### config.mk
export PLATFORM = sky130hd
export DESIGN_NAME = fgp_port
export DESIGN_NICKNAME = d
export VERILOG_FILES = /design/src/shared/fgp_pkg.sv /design/src/rtl/fgp_glitch_filter.sv /design/src/rtl/fgp_port.sv
export VERILOG_INCLUDE_DIRS = /design/src /design/src/shared
export SDC_FILE = /design/constraint.sdc
export NUM_CORES = 1
export LEC_CHECK = 0
export ABC_AREA = 1
export BUFFER_PORTS_ARGS = -buffer_cell sky130_fd_sc_hd__buf_4
export CORE_UTILIZATION = 40
export DETAILED_ROUTE_END_ITERATION = 7
export PLACE_DENSITY = 0.69
export SLEW_MARGIN = 20
export SYNTH_ARGS = -nofsm -noshare
export SYNTH_HDL_FRONTEND = slang
export SYNTH_SLANG_ARGS = --single-unit
### constraint.sdc
create_clock -name sys_clk_in -period 7.37 [get_ports sys_clk_in]
set_clock_uncertainty 0.15 [all_clocks]
set_input_delay 1.474 -clock sys_clk_in [delete_from_list [all_inputs] [get_ports sys_clk_in]]
set_output_delay 1.474 -clock sys_clk_in [all_outputs]
set_load 0.005 [all_outputs]
### src/shared/fgp_cfg.svh
// register map, field positions and reset values of the fast gpio port
`ifndef FGP_CFG_SVH
`define FGP_CFG_SVH

// ==========================================
// register offsets (byte addresses)
`define FGP_OFF_DIR      12'h000
`define FGP_OFF_PIN      12'h004
`define FGP_OFF_MASK     12'h008
`define FGP_OFF_MPIN     12'h00c
`define FGP_OFF_SET      12'h010
`define FGP_OFF_CLR      12'h014
`define FGP_OFF_TOGGLE   12'h018
`define FGP_OFF_FUNC     12'h01c
`define FGP_OFF_DIV_BASE 12'h020
`define FGP_OFF_PAD_BASE 12'h040

// ==========================================
// pad configuration fields
`define FGP_PAD_W        12
`define FGP_PAD_PULL_UP  0
`define FGP_PAD_PULL_DN  1
`define FGP_PAD_REPEAT   2
`define FGP_PAD_OD       3
`define FGP_PAD_INVERT   4
`define FGP_PAD_BYPASS   5
`define FGP_PAD_SEL_LO   6
`define FGP_PAD_SEL_HI   7
`define FGP_PAD_I2C_LO   8
`define FGP_PAD_I2C_HI   9
`define FGP_PAD_ANALOG   10
`define FGP_PAD_HYST     11

// ==========================================
// reset values and writable masks
`define FGP_PAD_RST_STD  12'h021
`define FGP_PAD_RST_OD   12'h020
`define FGP_PAD_WR_STD   12'h8ff
`define FGP_PAD_WR_OD    12'h3f0
`define FGP_PAD_WR_ANA   12'h400
`define FGP_DIV_W        8
`define FGP_DIV_RST      8'h00
`define FGP_FUNC_RST     32'hffff_ffd3
`define FGP_OD_PIN_A     10
`define FGP_OD_PIN_B     11
`define FGP_ANALOG_MASK  32'h0000_0000

`endif

### src/shared/fgp_pkg.sv
// shared types of the fast gpio port
package fgp_pkg;

	// ==========================================
	// types
	typedef enum logic [1:0] {
		FGP_DRV_STANDARD = 2'h0,
		FGP_DRV_I2C_FAST = 2'h1,
		FGP_DRV_I2C_PLUS = 2'h2
	} fgp_i2c_mode_type;

	typedef logic [11:0] fgp_pad_cfg_type;

endpackage

### src/rtl/fgp_glitch_filter.sv
// per-pin input glitch filter sampled on a divided clock enable
`timescale 1ns/1ps
`default_nettype none

module fgp_glitch_filter #(
	parameter int DEPTH = 3
) (
	input  wire logic sys_clk_in,
	input  wire logic rst_n_in,
	input  wire logic sample_in,
	input  wire logic bypass_in,
	input  wire logic data_in,
	output var  logic data_out
);

	// ==========================================
	// sample history
	logic [DEPTH-1:0] hist_reg;

	always_ff @(posedge sys_clk_in) begin
		if (!rst_n_in) begin
			hist_reg <= {DEPTH{1'b1}};
		end else if (sample_in) begin
			hist_reg <= {hist_reg[DEPTH-2:0], data_in};
		end
	end

	// ==========================================
	// output: change only after depth equal samples, or at once when bypassed
	always_ff @(posedge sys_clk_in) begin
		if (!rst_n_in) begin
			data_out <= 1'b1;
		end else if (bypass_in) begin
			data_out <= data_in;
		end else if (&hist_reg) begin
			data_out <= 1'b1;
		end else if (~|hist_reg) begin
			data_out <= 1'b0;
		end
	end

endmodule
`default_nettype wire

### src/rtl/fgp_port.sv
// fast gpio port with pad configuration and function switch, apb slave
// Functional notes
// - each pin's direction is set on its own by software at run time.
// - set and clear writes change only the chosen output bits at once.
// - one write of the pin register updates all outputs together.
// - masked read and write touch only bits the mask leaves enabled.
// - every register access finishes with no wait state.
// - after reset pins are inputs with pull-up, open-drain pins without.
// - function switch enables port function at reset except debug and reset pins.
// - a port bit drives only its own pin; switch only enables or disables it.
// - a disabled port function frees the pin for movable functions.
// - standard pins have separate weak pull-up and pull-down enables.
// - pseudo open-drain mode drives low only and floats on high.
// - glitch filter picks a divided sample clock, or is bypassed per pin.
// - a per-pin bit inverts the input before port and peripherals.
// - standard pins offer a repeater mode enable.
// - analog mode cuts the digital input and output path.
// - open-drain pins select standard, i2c fast or i2c fast-plus drive.
`timescale 1ns/1ps
`default_nettype none
`include "fgp_cfg.svh"

module fgp_port
	import fgp_pkg::*;
#(
	parameter int           NUM_PINS    = 18,
	parameter int           NUM_DIV     = 4,
	parameter int           FILT_DEPTH  = 3,
	parameter logic [31:0]  ANALOG_MASK = `FGP_ANALOG_MASK
) (
	input  wire logic                  sys_clk_in,
	input  wire logic                  rst_n_in,
	input  wire logic                  psel_in,
	input  wire logic                  penable_in,
	input  wire logic                  pwrite_in,
	input  wire logic [11:0]           paddr_in,
	input  wire logic [31:0]           pwdata_in,
	output var  logic [31:0]           prdata_out,
	output var  logic                  pready_out,
	output var  logic                  pslverr_out,
	input  wire logic [NUM_PINS-1:0]   pad_in_in,
	input  wire logic [NUM_PINS-1:0]   alt_out_in,
	input  wire logic [NUM_PINS-1:0]   alt_oe_in,
	output var  logic [NUM_PINS-1:0]   pad_out_out,
	output var  logic [NUM_PINS-1:0]   pad_oe_out,
	output var  logic [NUM_PINS-1:0]   pad_pull_up_out,
	output var  logic [NUM_PINS-1:0]   pad_pull_down_out,
	output var  logic [NUM_PINS-1:0]   pad_repeater_out,
	output var  logic [NUM_PINS-1:0]   pad_hysteresis_out,
	output var  logic [NUM_PINS-1:0]   pad_analog_out,
	output var  logic [3:0]            pad_i2c_mode_out,
	output var  logic [NUM_PINS-1:0]   func_en_out,
	output var  logic [NUM_PINS-1:0]   pin_level_out
);

	// ==========================================
	// declarations
	localparam int AW = 12;

	logic [NUM_PINS-1:0]   dir_reg;
	logic [NUM_PINS-1:0]   out_reg;
	logic [NUM_PINS-1:0]   mask_reg;
	logic [NUM_PINS-1:0]   func_reg;
	logic [NUM_PINS-1:0]   sync1_reg;
	logic [NUM_PINS-1:0]   sync2_reg;
	logic [NUM_PINS-1:0]   filt_q;
	logic [NUM_PINS-1:0]   level_next;
	logic [NUM_PINS-1:0]   oe_next;
	logic [NUM_PINS-1:0]   drv_next;
	logic [NUM_PINS-1:0]   wdat;
	logic [`FGP_DIV_W-1:0] div_reg [NUM_DIV];
	logic [`FGP_DIV_W-1:0] cnt_reg [NUM_DIV];
	logic [NUM_DIV-1:0]    tick;
	fgp_pad_cfg_type       pad_reg [NUM_PINS];
	logic                  setup;
	logic                  wr;
	logic                  hit_core;
	logic                  hit_div;
	logic                  hit_pad;
	logic [AW-1:0]         div_idx;
	logic [AW-1:0]         pad_idx;
	logic [31:0]           rdata_next;
	logic                  err_next;
	fgp_i2c_mode_type      i2c_a_mode;
	fgp_i2c_mode_type      i2c_b_mode;

	assign setup = psel_in & ~penable_in;
	assign wr    = psel_in & penable_in & pwrite_in;
	assign wdat  = pwdata_in[NUM_PINS-1:0];

	// ==========================================
	// address decode
	// unaligned addresses match nothing and answer with an error
	always_comb begin
		div_idx  = AW'((paddr_in - `FGP_OFF_DIV_BASE) >> 2);
		pad_idx  = AW'((paddr_in - `FGP_OFF_PAD_BASE) >> 2);
		hit_core = (paddr_in[1:0] == 2'h0) && (paddr_in < `FGP_OFF_DIV_BASE);
		hit_div  = (paddr_in[1:0] == 2'h0) && (paddr_in >= `FGP_OFF_DIV_BASE)
		           && (div_idx < AW'(NUM_DIV));
		hit_pad  = (paddr_in[1:0] == 2'h0) && (paddr_in >= `FGP_OFF_PAD_BASE)
		           && (pad_idx < AW'(NUM_PINS));
	end

	// ==========================================
	// apb answer: data prepared in setup, so no wait states
	// a write reads back zero; only the access edge commits it
	always_comb begin
		rdata_next = 32'h0000_0000;
		err_next   = 1'b0;
		case (paddr_in)
			`FGP_OFF_DIR:    rdata_next[NUM_PINS-1:0] = dir_reg;
			`FGP_OFF_PIN:    rdata_next[NUM_PINS-1:0] = pin_level_out;
			`FGP_OFF_MASK:   rdata_next[NUM_PINS-1:0] = mask_reg;
			`FGP_OFF_MPIN:   rdata_next[NUM_PINS-1:0] = pin_level_out & ~mask_reg;
			`FGP_OFF_SET:    rdata_next[NUM_PINS-1:0] = out_reg;
			`FGP_OFF_CLR:    rdata_next[NUM_PINS-1:0] = out_reg;
			`FGP_OFF_TOGGLE: rdata_next[NUM_PINS-1:0] = out_reg;
			`FGP_OFF_FUNC:   rdata_next[NUM_PINS-1:0] = func_reg;
			default: begin
				if (hit_div) begin
					rdata_next[`FGP_DIV_W-1:0] = div_reg[div_idx[$clog2(NUM_DIV)-1:0]];
				end else if (hit_pad) begin
					rdata_next[`FGP_PAD_W-1:0] = pad_reg[pad_idx[4:0]];
				end else begin
					err_next = 1'b1;
				end
			end
		endcase
		if (!hit_core && !hit_div && !hit_pad) begin
			err_next = 1'b1;
		end
	end

	always_ff @(posedge sys_clk_in) begin
		if (!rst_n_in) begin
			prdata_out  <= 32'h0000_0000;
			pslverr_out <= 1'b0;
			pready_out  <= 1'b0;
		end else begin
			pready_out <= 1'b1;
			if (setup) begin
				prdata_out  <= pwrite_in ? 32'h0000_0000 : rdata_next;
				pslverr_out <= err_next;
			end
		end
	end

	// ==========================================
	// direction register
	// a clear bit leaves the pin an input
	always_ff @(posedge sys_clk_in) begin
		if (!rst_n_in) begin
			dir_reg <= '0;
		end else if (wr && paddr_in == `FGP_OFF_DIR) begin
			dir_reg <= wdat;
		end
	end

	// ==========================================
	// output latch: whole, masked, set, clear, toggle
	// toggle is an extra access that saves a read-modify-write on the bus
	always_ff @(posedge sys_clk_in) begin
		if (!rst_n_in) begin
			out_reg <= '0;
		end else if (wr) begin
			case (paddr_in)
				`FGP_OFF_PIN:    out_reg <= wdat;
				`FGP_OFF_MPIN:   out_reg <= (out_reg & mask_reg) | (wdat & ~mask_reg);
				`FGP_OFF_SET:    out_reg <= out_reg | wdat;
				`FGP_OFF_CLR:    out_reg <= out_reg & ~wdat;
				`FGP_OFF_TOGGLE: out_reg <= out_reg ^ wdat;
				default:         out_reg <= out_reg;
			endcase
		end
	end

	// ==========================================
	// mask register, a set bit hides the pin from masked access
	always_ff @(posedge sys_clk_in) begin
		if (!rst_n_in) begin
			mask_reg <= '0;
		end else if (wr && paddr_in == `FGP_OFF_MASK) begin
			mask_reg <= wdat;
		end
	end

	// ==========================================
	// function switch: one enable per fixed pin
	// pins 2, 3 and 5 keep their special functions out of reset
	always_ff @(posedge sys_clk_in) begin
		if (!rst_n_in) begin
			func_reg <= NUM_PINS'(`FGP_FUNC_RST);
		end else if (wr && paddr_in == `FGP_OFF_FUNC) begin
			func_reg <= wdat;
		end
	end

	// ==========================================
	// filter clock dividers
	generate
		for (genvar d = 0; d < NUM_DIV; d++) begin : g_div
			always_ff @(posedge sys_clk_in) begin
				if (!rst_n_in) begin
					div_reg[d] <= `FGP_DIV_RST;
				end else if (wr && hit_div && div_idx == AW'(d)) begin
					div_reg[d] <= pwdata_in[`FGP_DIV_W-1:0];
				end
			end

			// a new divide value takes effect at once; a count already past it wraps on the next cycle
			always_ff @(posedge sys_clk_in) begin
				if (!rst_n_in) begin
					cnt_reg[d] <= '0;
				end else if (cnt_reg[d] >= div_reg[d]) begin
					cnt_reg[d] <= '0;
				end else begin
					cnt_reg[d] <= cnt_reg[d] + `FGP_DIV_W'(1);
				end
			end

			assign tick[d] = (cnt_reg[d] >= div_reg[d]);
		end
	endgenerate

	// ==========================================
	// input synchroniser, two stages before anything looks
	// reset to the pulled-up idle level so no false low follows reset
	always_ff @(posedge sys_clk_in) begin
		if (!rst_n_in) begin
			sync1_reg <= '1;
			sync2_reg <= '1;
		end else begin
			sync1_reg <= pad_in_in;
			sync2_reg <= sync1_reg;
		end
	end

	// ==========================================
	// per-pin pad configuration, filter and drive
	generate
		for (genvar i = 0; i < NUM_PINS; i++) begin : g_pin
			localparam bit IS_OD  = (i == `FGP_OD_PIN_A) || (i == `FGP_OD_PIN_B);
			localparam bit IS_ANA = ANALOG_MASK[i];
			localparam logic [11:0] WMASK = IS_OD ? `FGP_PAD_WR_OD :
				(`FGP_PAD_WR_STD | (IS_ANA ? `FGP_PAD_WR_ANA : 12'h000));
			localparam logic [11:0] RST = IS_OD ? `FGP_PAD_RST_OD : `FGP_PAD_RST_STD;

			logic [1:0] sel;
			logic       ana;
			logic       use_port;
			logic       dir_i;
			logic       val_i;
			logic       od_i;
			logic       smp;

			always_ff @(posedge sys_clk_in) begin
				if (!rst_n_in) begin
					pad_reg[i] <= RST;
				end else if (wr && hit_pad && pad_idx == AW'(i)) begin
					pad_reg[i] <= pwdata_in[`FGP_PAD_W-1:0] & WMASK;
				end
			end

			assign sel      = pad_reg[i][`FGP_PAD_SEL_HI:`FGP_PAD_SEL_LO];
			assign ana      = pad_reg[i][`FGP_PAD_ANALOG];
			assign use_port = func_reg[i];
			// a disabled port bit hands the pin to the movable function
			assign dir_i    = use_port ? dir_reg[i] : alt_oe_in[i];
			assign val_i    = use_port ? out_reg[i] : alt_out_in[i];
			assign od_i     = IS_OD || pad_reg[i][`FGP_PAD_OD];
			// a select beyond the built dividers never samples, so the filter holds
			assign smp      = (32'(sel) < NUM_DIV) ? tick[sel] : 1'b0;

			// the filter sees only the synchronised level
			fgp_glitch_filter #(
				.DEPTH (FILT_DEPTH)
			) u_filt (
				.sys_clk_in (sys_clk_in),
				.rst_n_in   (rst_n_in),
				.sample_in  (smp),
				.bypass_in  (pad_reg[i][`FGP_PAD_BYPASS]),
				.data_in    (sync2_reg[i]),
				.data_out   (filt_q[i])
			);

			always_comb begin
				level_next[i] = ana ? 1'b0 : (filt_q[i] ^ pad_reg[i][`FGP_PAD_INVERT]);
				oe_next[i]    = ~ana & dir_i & (od_i ? ~val_i : 1'b1);
				drv_next[i]   = od_i ? 1'b0 : val_i;
			end
		end
	endgenerate

	// ==========================================
	// i2c drive mode of the open-drain pins; the spare code falls back to standard drive
	always_comb begin
		case (pad_reg[`FGP_OD_PIN_A][`FGP_PAD_I2C_HI:`FGP_PAD_I2C_LO])
			2'h1:    i2c_a_mode = FGP_DRV_I2C_FAST;
			2'h2:    i2c_a_mode = FGP_DRV_I2C_PLUS;
			default: i2c_a_mode = FGP_DRV_STANDARD;
		endcase
		case (pad_reg[`FGP_OD_PIN_B][`FGP_PAD_I2C_HI:`FGP_PAD_I2C_LO])
			2'h1:    i2c_b_mode = FGP_DRV_I2C_FAST;
			2'h2:    i2c_b_mode = FGP_DRV_I2C_PLUS;
			default: i2c_b_mode = FGP_DRV_STANDARD;
		endcase
	end

	// ==========================================
	// registered pad controls
	// every pad control leaves a flip-flop, so no decode glitch reaches a pin
	always_ff @(posedge sys_clk_in) begin
		if (!rst_n_in) begin
			pad_out_out        <= '0;
			pad_oe_out         <= '0;
			pad_pull_up_out    <= '0;
			pad_pull_down_out  <= '0;
			pad_repeater_out   <= '0;
			pad_hysteresis_out <= '0;
			pad_analog_out     <= '0;
			pad_i2c_mode_out   <= 4'h0;
			func_en_out        <= '0;
			pin_level_out      <= '0;
		end else begin
			pad_out_out   <= drv_next;
			pad_oe_out    <= oe_next;
			pin_level_out <= level_next;
			func_en_out   <= func_reg;
			for (int k = 0; k < NUM_PINS; k++) begin
				pad_pull_up_out[k]    <= pad_reg[k][`FGP_PAD_PULL_UP];
				pad_pull_down_out[k]  <= pad_reg[k][`FGP_PAD_PULL_DN];
				pad_repeater_out[k]   <= pad_reg[k][`FGP_PAD_REPEAT];
				pad_hysteresis_out[k] <= pad_reg[k][`FGP_PAD_HYST];
				pad_analog_out[k]     <= pad_reg[k][`FGP_PAD_ANALOG];
			end
			pad_i2c_mode_out <= {i2c_b_mode, i2c_a_mode};
		end
	end

endmodule
`default_nettype wire

## Word level (Yosys, flattened, before mapping)

Memories as Yosys holds them, arrays and structs flattened.
Cells that the tools add are included.

| storage, ports and cells | value |
|---|---|
| register bits | 380 |
| bits in writable memories | 262 |
| output and inout port bits | 200 |
| logic and storage cells | 699 |
| memories kept | 3 |

Memory list:

| name | words | width | rd ports | clocked after memory_dff | write ports | line | RTL |
|---|---|---|---|---|---|---|---|
| pad_reg | 18 | 11 | 19 | 0 | 18 | fgp_port.sv:74 | `fgp_pad_cfg_type pad_reg [NUM_PINS];` |
| cnt_reg | 4 | 8 | 4 | 0 | 4 | fgp_port.sv:72 | `` logic [`FGP_DIV_W-1:0] cnt_reg [NUM_DIV]; `` |
| div_reg | 4 | 8 | 5 | 0 | 4 | fgp_port.sv:71 | `` logic [`FGP_DIV_W-1:0] div_reg [NUM_DIV]; `` |

| cells by class | value |
|---|---|
| add/subtract/negate cells | 6 |
| $lt $le $gt $ge | 27 |
| equality and inequality tests | 49 |
| muxes and demuxes | 277 |
| bitwise operators | 134 |
| reductions and logical operators | 115 |

Operators by type and width:

| cell | count |
|---|---|
| 1-bit two-way mux | 220 |
| 11-bit two-way mux | 18 |
| 8-bit two-way mux | 13 |
| 18-bit case mux with 5 select lines | 1 |
| 10-bit by 4-bit == test with 1-bit output (second input constant) | 8 |
| 18-bit AND | 4 |
| 12-bit case mux with 6 select lines | 1 |
| 2-bit OR reduction | 34 |
| 3-bit OR reduction | 19 |
| 2-bit by 3-bit < comparator with 1-bit output (second input constant) | 18 |
| 3-bit by 1-bit != test with 1-bit output (second input constant) | 18 |
| 3-bit AND reduction | 18 |
| 12-bit by 5-bit == test with 1-bit output (second input constant) | 4 |
| 10-bit by 2-bit == test with 1-bit output (second input constant) | 4 |
| 10-bit by 3-bit == test with 1-bit output (second input constant) | 4 |
| 1-bit AND | 39 |
| 1-bit binary-select mux with 2-bit select | 18 |
| 12-bit logical NOT | 3 |
| 18-bit inverter | 2 |
| 18-bit OR | 2 |
| 6-bit case mux with 6 select lines | 1 |
| 1-bit logical AND | 34 |
| 8-bit by 1-bit adder with 8-bit output (second input constant) | 4 |
| 8-bit greater-or-equal comparator | 4 |
| 27 further kinds | 117 |

## Depth between registers and ports, before layout

| logic depth | value |
|---|---|
| word-level depth | 9 |
| mapped depth | 16 |
| gate-level depth less buffers | 15 |

## Modules after synthesis

From an unflattened synthesis, not the netlist that was laid out.

| second synthesis, totals | value |
|---|---|
| cell total of the unflattened synthesis | 3150 |
| area total of the unflattened synthesis | 25757.2 um^2 |

By module, submodules not included:

| module | instances | cells each | area each (um^2) |
|---|---|---|---|
| fgp_port | 1 | 2754 | 22874.4 |
| fgp_glitch_filter | 18 | 22 | 160.2 |

## Least setup slack after synthesis

Ideal clock, no wire load.

| timing | value |
|---|---|
| kind | input port to flip-flop |
| start | input paddr_in[6] |
| end | memory pad_reg[15][0] in the netlist's numbering (enable) |
| setup time | 0.387 ns |
| data arrival time | 3.935 ns |
| path slack | 2.898 ns |
| stages on the path | 10 |
| cells stage by stage | inv_1 -> clkbuf_1 -> ha_1 -> nand2_1 -> xor2_1 -> nor2_1 -> nand2_2 -> nor2_4 -> nand3_1 -> o21ai_0 |

RTL lines:

| item | line | RTL |
|---|---|---|
| from (decl) | fgp_port.sv:36 | `input wire logic [11:0] paddr_in,` |
| to (decl) | fgp_port.sv:74 |  |

==> impl_metrics.tcl <==
set metrics [dict create \
    synth_async_sr_flop_share_pct 0 \
    clk-insertion-delay-late_ns 0.63 \
    cpPeakStageDelay_ns 0.69 \
    p_sw_share_pct 25.7 \
    wl_per_cell_um 19.4 \
    final.min_clock_period_ns 4.99 \
    worst_hold_path_type "reg2reg" \
    cp_capture_type "flip-flop" \
    tritoncts "built" \
    fin_setup_tns_ns 0 \
    yosysUniqueCellTypes 41 \
    vias 22700 \
    synth.yosys.warnings 0 \
    max-cap-violations 0 \
    finalSetupViolations 0 \
    yosys_most_used_dff "sky130_fd_sc_hd__dfxtp_1" \
    final_antenna_net_count 0 \
    avgViaCountPerCell 5.23 \
    netlist_area_um2 25800 \
    floorplan.io_pins 303 \
    status "finished, final reports clean" \
    finish.net_count 3616 \
    synth_to_final_area_change_pct 17.7 \
    first_pass_iters 6 \
    largest_reg_flops 156 \
    hpwlAfterDp_um 59000 \
    stdcell_area_um2 30400 \
    cts_resized 0 \
    cts_htree_levels 2 \
    grt_antenna_before_repair 8 \
    area_of_the_core_region_um2 63400 \
    maxClockFrequency_mhz 201 \
    worst_ep_required_time_ns 7.67 \
    grt_first_pass_wirelength_um 125000 \
    drcViolationCount 0 \
    pwr_density_cell_nw_per_um2 237 \
    static-leakage-power_nw 13.9 \
    worst-slew-pin-transition_ns 1.14 \
    synth.ff_latch_count 558 \
    synthCells 3200 \
    cp.buffers_inverters 3 \
    total_overflow_reported_by_the_global_router 0 \
    port_buffers 246 \
    synth_edf_count 220 \
    first_global_vias 20900 \
    power_frac_comb_pct 9.5 \
    critical_path_class "in2reg" \
    crit_arrival_ns 5.29 \
    timing.final.crit_share_pct 67.7 \
    rsz_0062_raised_after_global_routing "no" \
    die-width_um 256 \
    worst_path_dominant_cell_family "simple AND/OR/NAND/NOR gates" \
    cts.clk_slew.worst_paths_ns 0.06 \
    cts_num_sinks 558 \
    share_seq_of_total_power_pct 48.4 \
    post_route_cells_drive_above_1_share_pct 12.7 \
    start_util_pct 40.7 \
    synth.top_cell.area_share_pct 26.2 \
    crit_slowest_cell "sky130_fd_sc_hd__nor3_4" \
    placement_rows 92 \
    grt_start_max_net_pins 178 \
    timing.critical_path.mode_cell "sky130_fd_sc_hd__nor2_1" \
    finalWeightedCongestion 0.960 \
    detail_route.iter0.violations 2606 \
    post_syn_area_per_cell_um2 8.07 \
    globalRouteTotalUtil_pct 24.9 \
    cts_buffers 57 \
    max_slew_margin_pct 23.5 \
    vdd.ir_drop.worst_mv 0.185 \
    clkPwrFrac_pct 42.1 \
    yosys-top-cells-area "sky130_fd_sc_hd__dfxtp_1, sky130_fd_sc_hd__edfxtp_1, sky130_fd_sc_hd__nand2_1" \
    net-switching-power_mw 1.85 \
    die-height_um 256 \
    report.final.slew_viol_count 0 \
    crit_path_start_kind "primary input" \
    critPathMaxFanout 18 \
    wirelength_um 83900 \
    fp.dieArea_um2 65600 \
    total_power_mw 7.21 \
    cts_root_buf "sky130_fd_sc_hd__clkbuf_16" \
    cp_cell_sequence "buf_4, inv_1, ha_1, nand2_1, xor2_1, nor2_1, nand2_2, nor2_4, inv_2, nor3_4, nand3_1, nor2_1" \
    hold_viol 0 \
    internal_power_mw 5.36 \
    final_util_pct 48.0 \
    postCtsSetupBuffers 0 \
    post-synth-top-area-cell "sky130_fd_sc_hd__dfxtp_1" \
    post_dp_cell_area_um2 28400 \
    cts.path.max_buffers 3 \
    sequential_cell_area_fraction_in_the_yosys_report_pct 51.8 \
    cts_hold_buffers 0 \
]
## Yosys cell counts (all sizes together), types with 3 or more instances
master / instances
edfxtp: 220
buf: 71
nand2: 667
nor2: 536
o21a: 4
or2: 37
o22ai: 27
clkbuf: 103
o21ai: 164
xor2: 9
nand3b: 11
inv: 338
a2111oi: 16
o2111ai: 7
nand4: 65
xnor2: 23
ha: 78
a21oi: 132
and3: 16
nor3: 53
nor3b: 8
clkinv: 5
nand3: 232
o211ai: 29
dfxtp: 338
a211oi: 3
## logic make-up (layout without fill, tap and decap cells)
family                   Yosys count  after routing  synth area share (%)
AO/OA/AOI/OAI                    386            386                  8.34
XOR/XNOR                          32             32                  1.08
adder cells (fa/ha/maj)           78             78                  3.78
buffers and inverters            517            729                  8.26
flip-flops                       558            558                  51.8
other                              2             78                0.0291
AND/OR/NAND/NOR                 1627           1627                  26.7
## routing by layer
metal | share of wire (%) | vias up | GRT usage, %
li1 | - | 10800 | -
met1 | 41 | 10500 | 32.7
met2 | 44 | 1118 | 38.2
met3 | 9.0 | 248 | 4.63
met4 | 5.9 | 8 | 14.9
met5 | 0.062 | - | 0
## cell type report
class                      instances  area [um^2]
fill                            6122        33000
sequential                       558        13400
multi-input combinational       2197        10600
timing repair buffer             278         2110
clock buffer                      82         1780
inverter                         343         1290
tap                              846         1060
clock inverter                    26          203
antenna                            4         10.0
## through the flow
step           setup WS [ns]  instances  hold slack, ns
2_1_floorplan           2.90       3272           0.243
3_3_place_gp            2.01       4222           0.246
3_5_place_dp            1.96       4222           0.247
4_1_cts                 2.61       4330           0.262
5_1_grt                 2.24       4334           0.270
6_report                2.38       4334           0.254
## power by group through the flow
stage | sequential [mW] | clock [mW] | combinational [mW]
floorplan | 3.50 | 0 | 0.427
global placement | 3.55 | 0 | 0.658
detailed placement | 3.55 | 0 | 0.669
CTS | 3.49 | 3.06 | 0.672
global route | 3.50 | 3.18 | 0.758
finish | 3.49 | 3.04 | 0.683
## path summary, 6_finish.rpt
kind	from	end	slack [ns]	cells past startpoint
setup / recovery	paddr_in[6]	pad_reg[14][6]	2.38	12
hold / removal	sync1_reg[6]	sync2_reg[6]	0.25	1
setup reg to reg	cnt_reg[1][1]	cnt_reg[1][2]	3.83	8
hold reg to reg	sync1_reg[6]	sync2_reg[6]	0.25	1
## cells in the final DEF, fill, tap and decap left out, types with 74 or more instances in the layout
master and count:
sky130_fd_sc_hd__a21oi_1 132, sky130_fd_sc_hd__conb_1 74, sky130_fd_sc_hd__o21ai_0 159, sky130_fd_sc_hd__nand3_1 231, sky130_fd_sc_hd__dfxtp_1 338, sky130_fd_sc_hd__edfxtp_1 220, sky130_fd_sc_hd__nor2_1 528, sky130_fd_sc_hd__nand2_1 663
sky130_fd_sc_hd__inv_1 328, sky130_fd_sc_hd__buf_4 276, sky130_fd_sc_hd__ha_1 78
No activity file was read; power rests on OpenSTA's default activity.
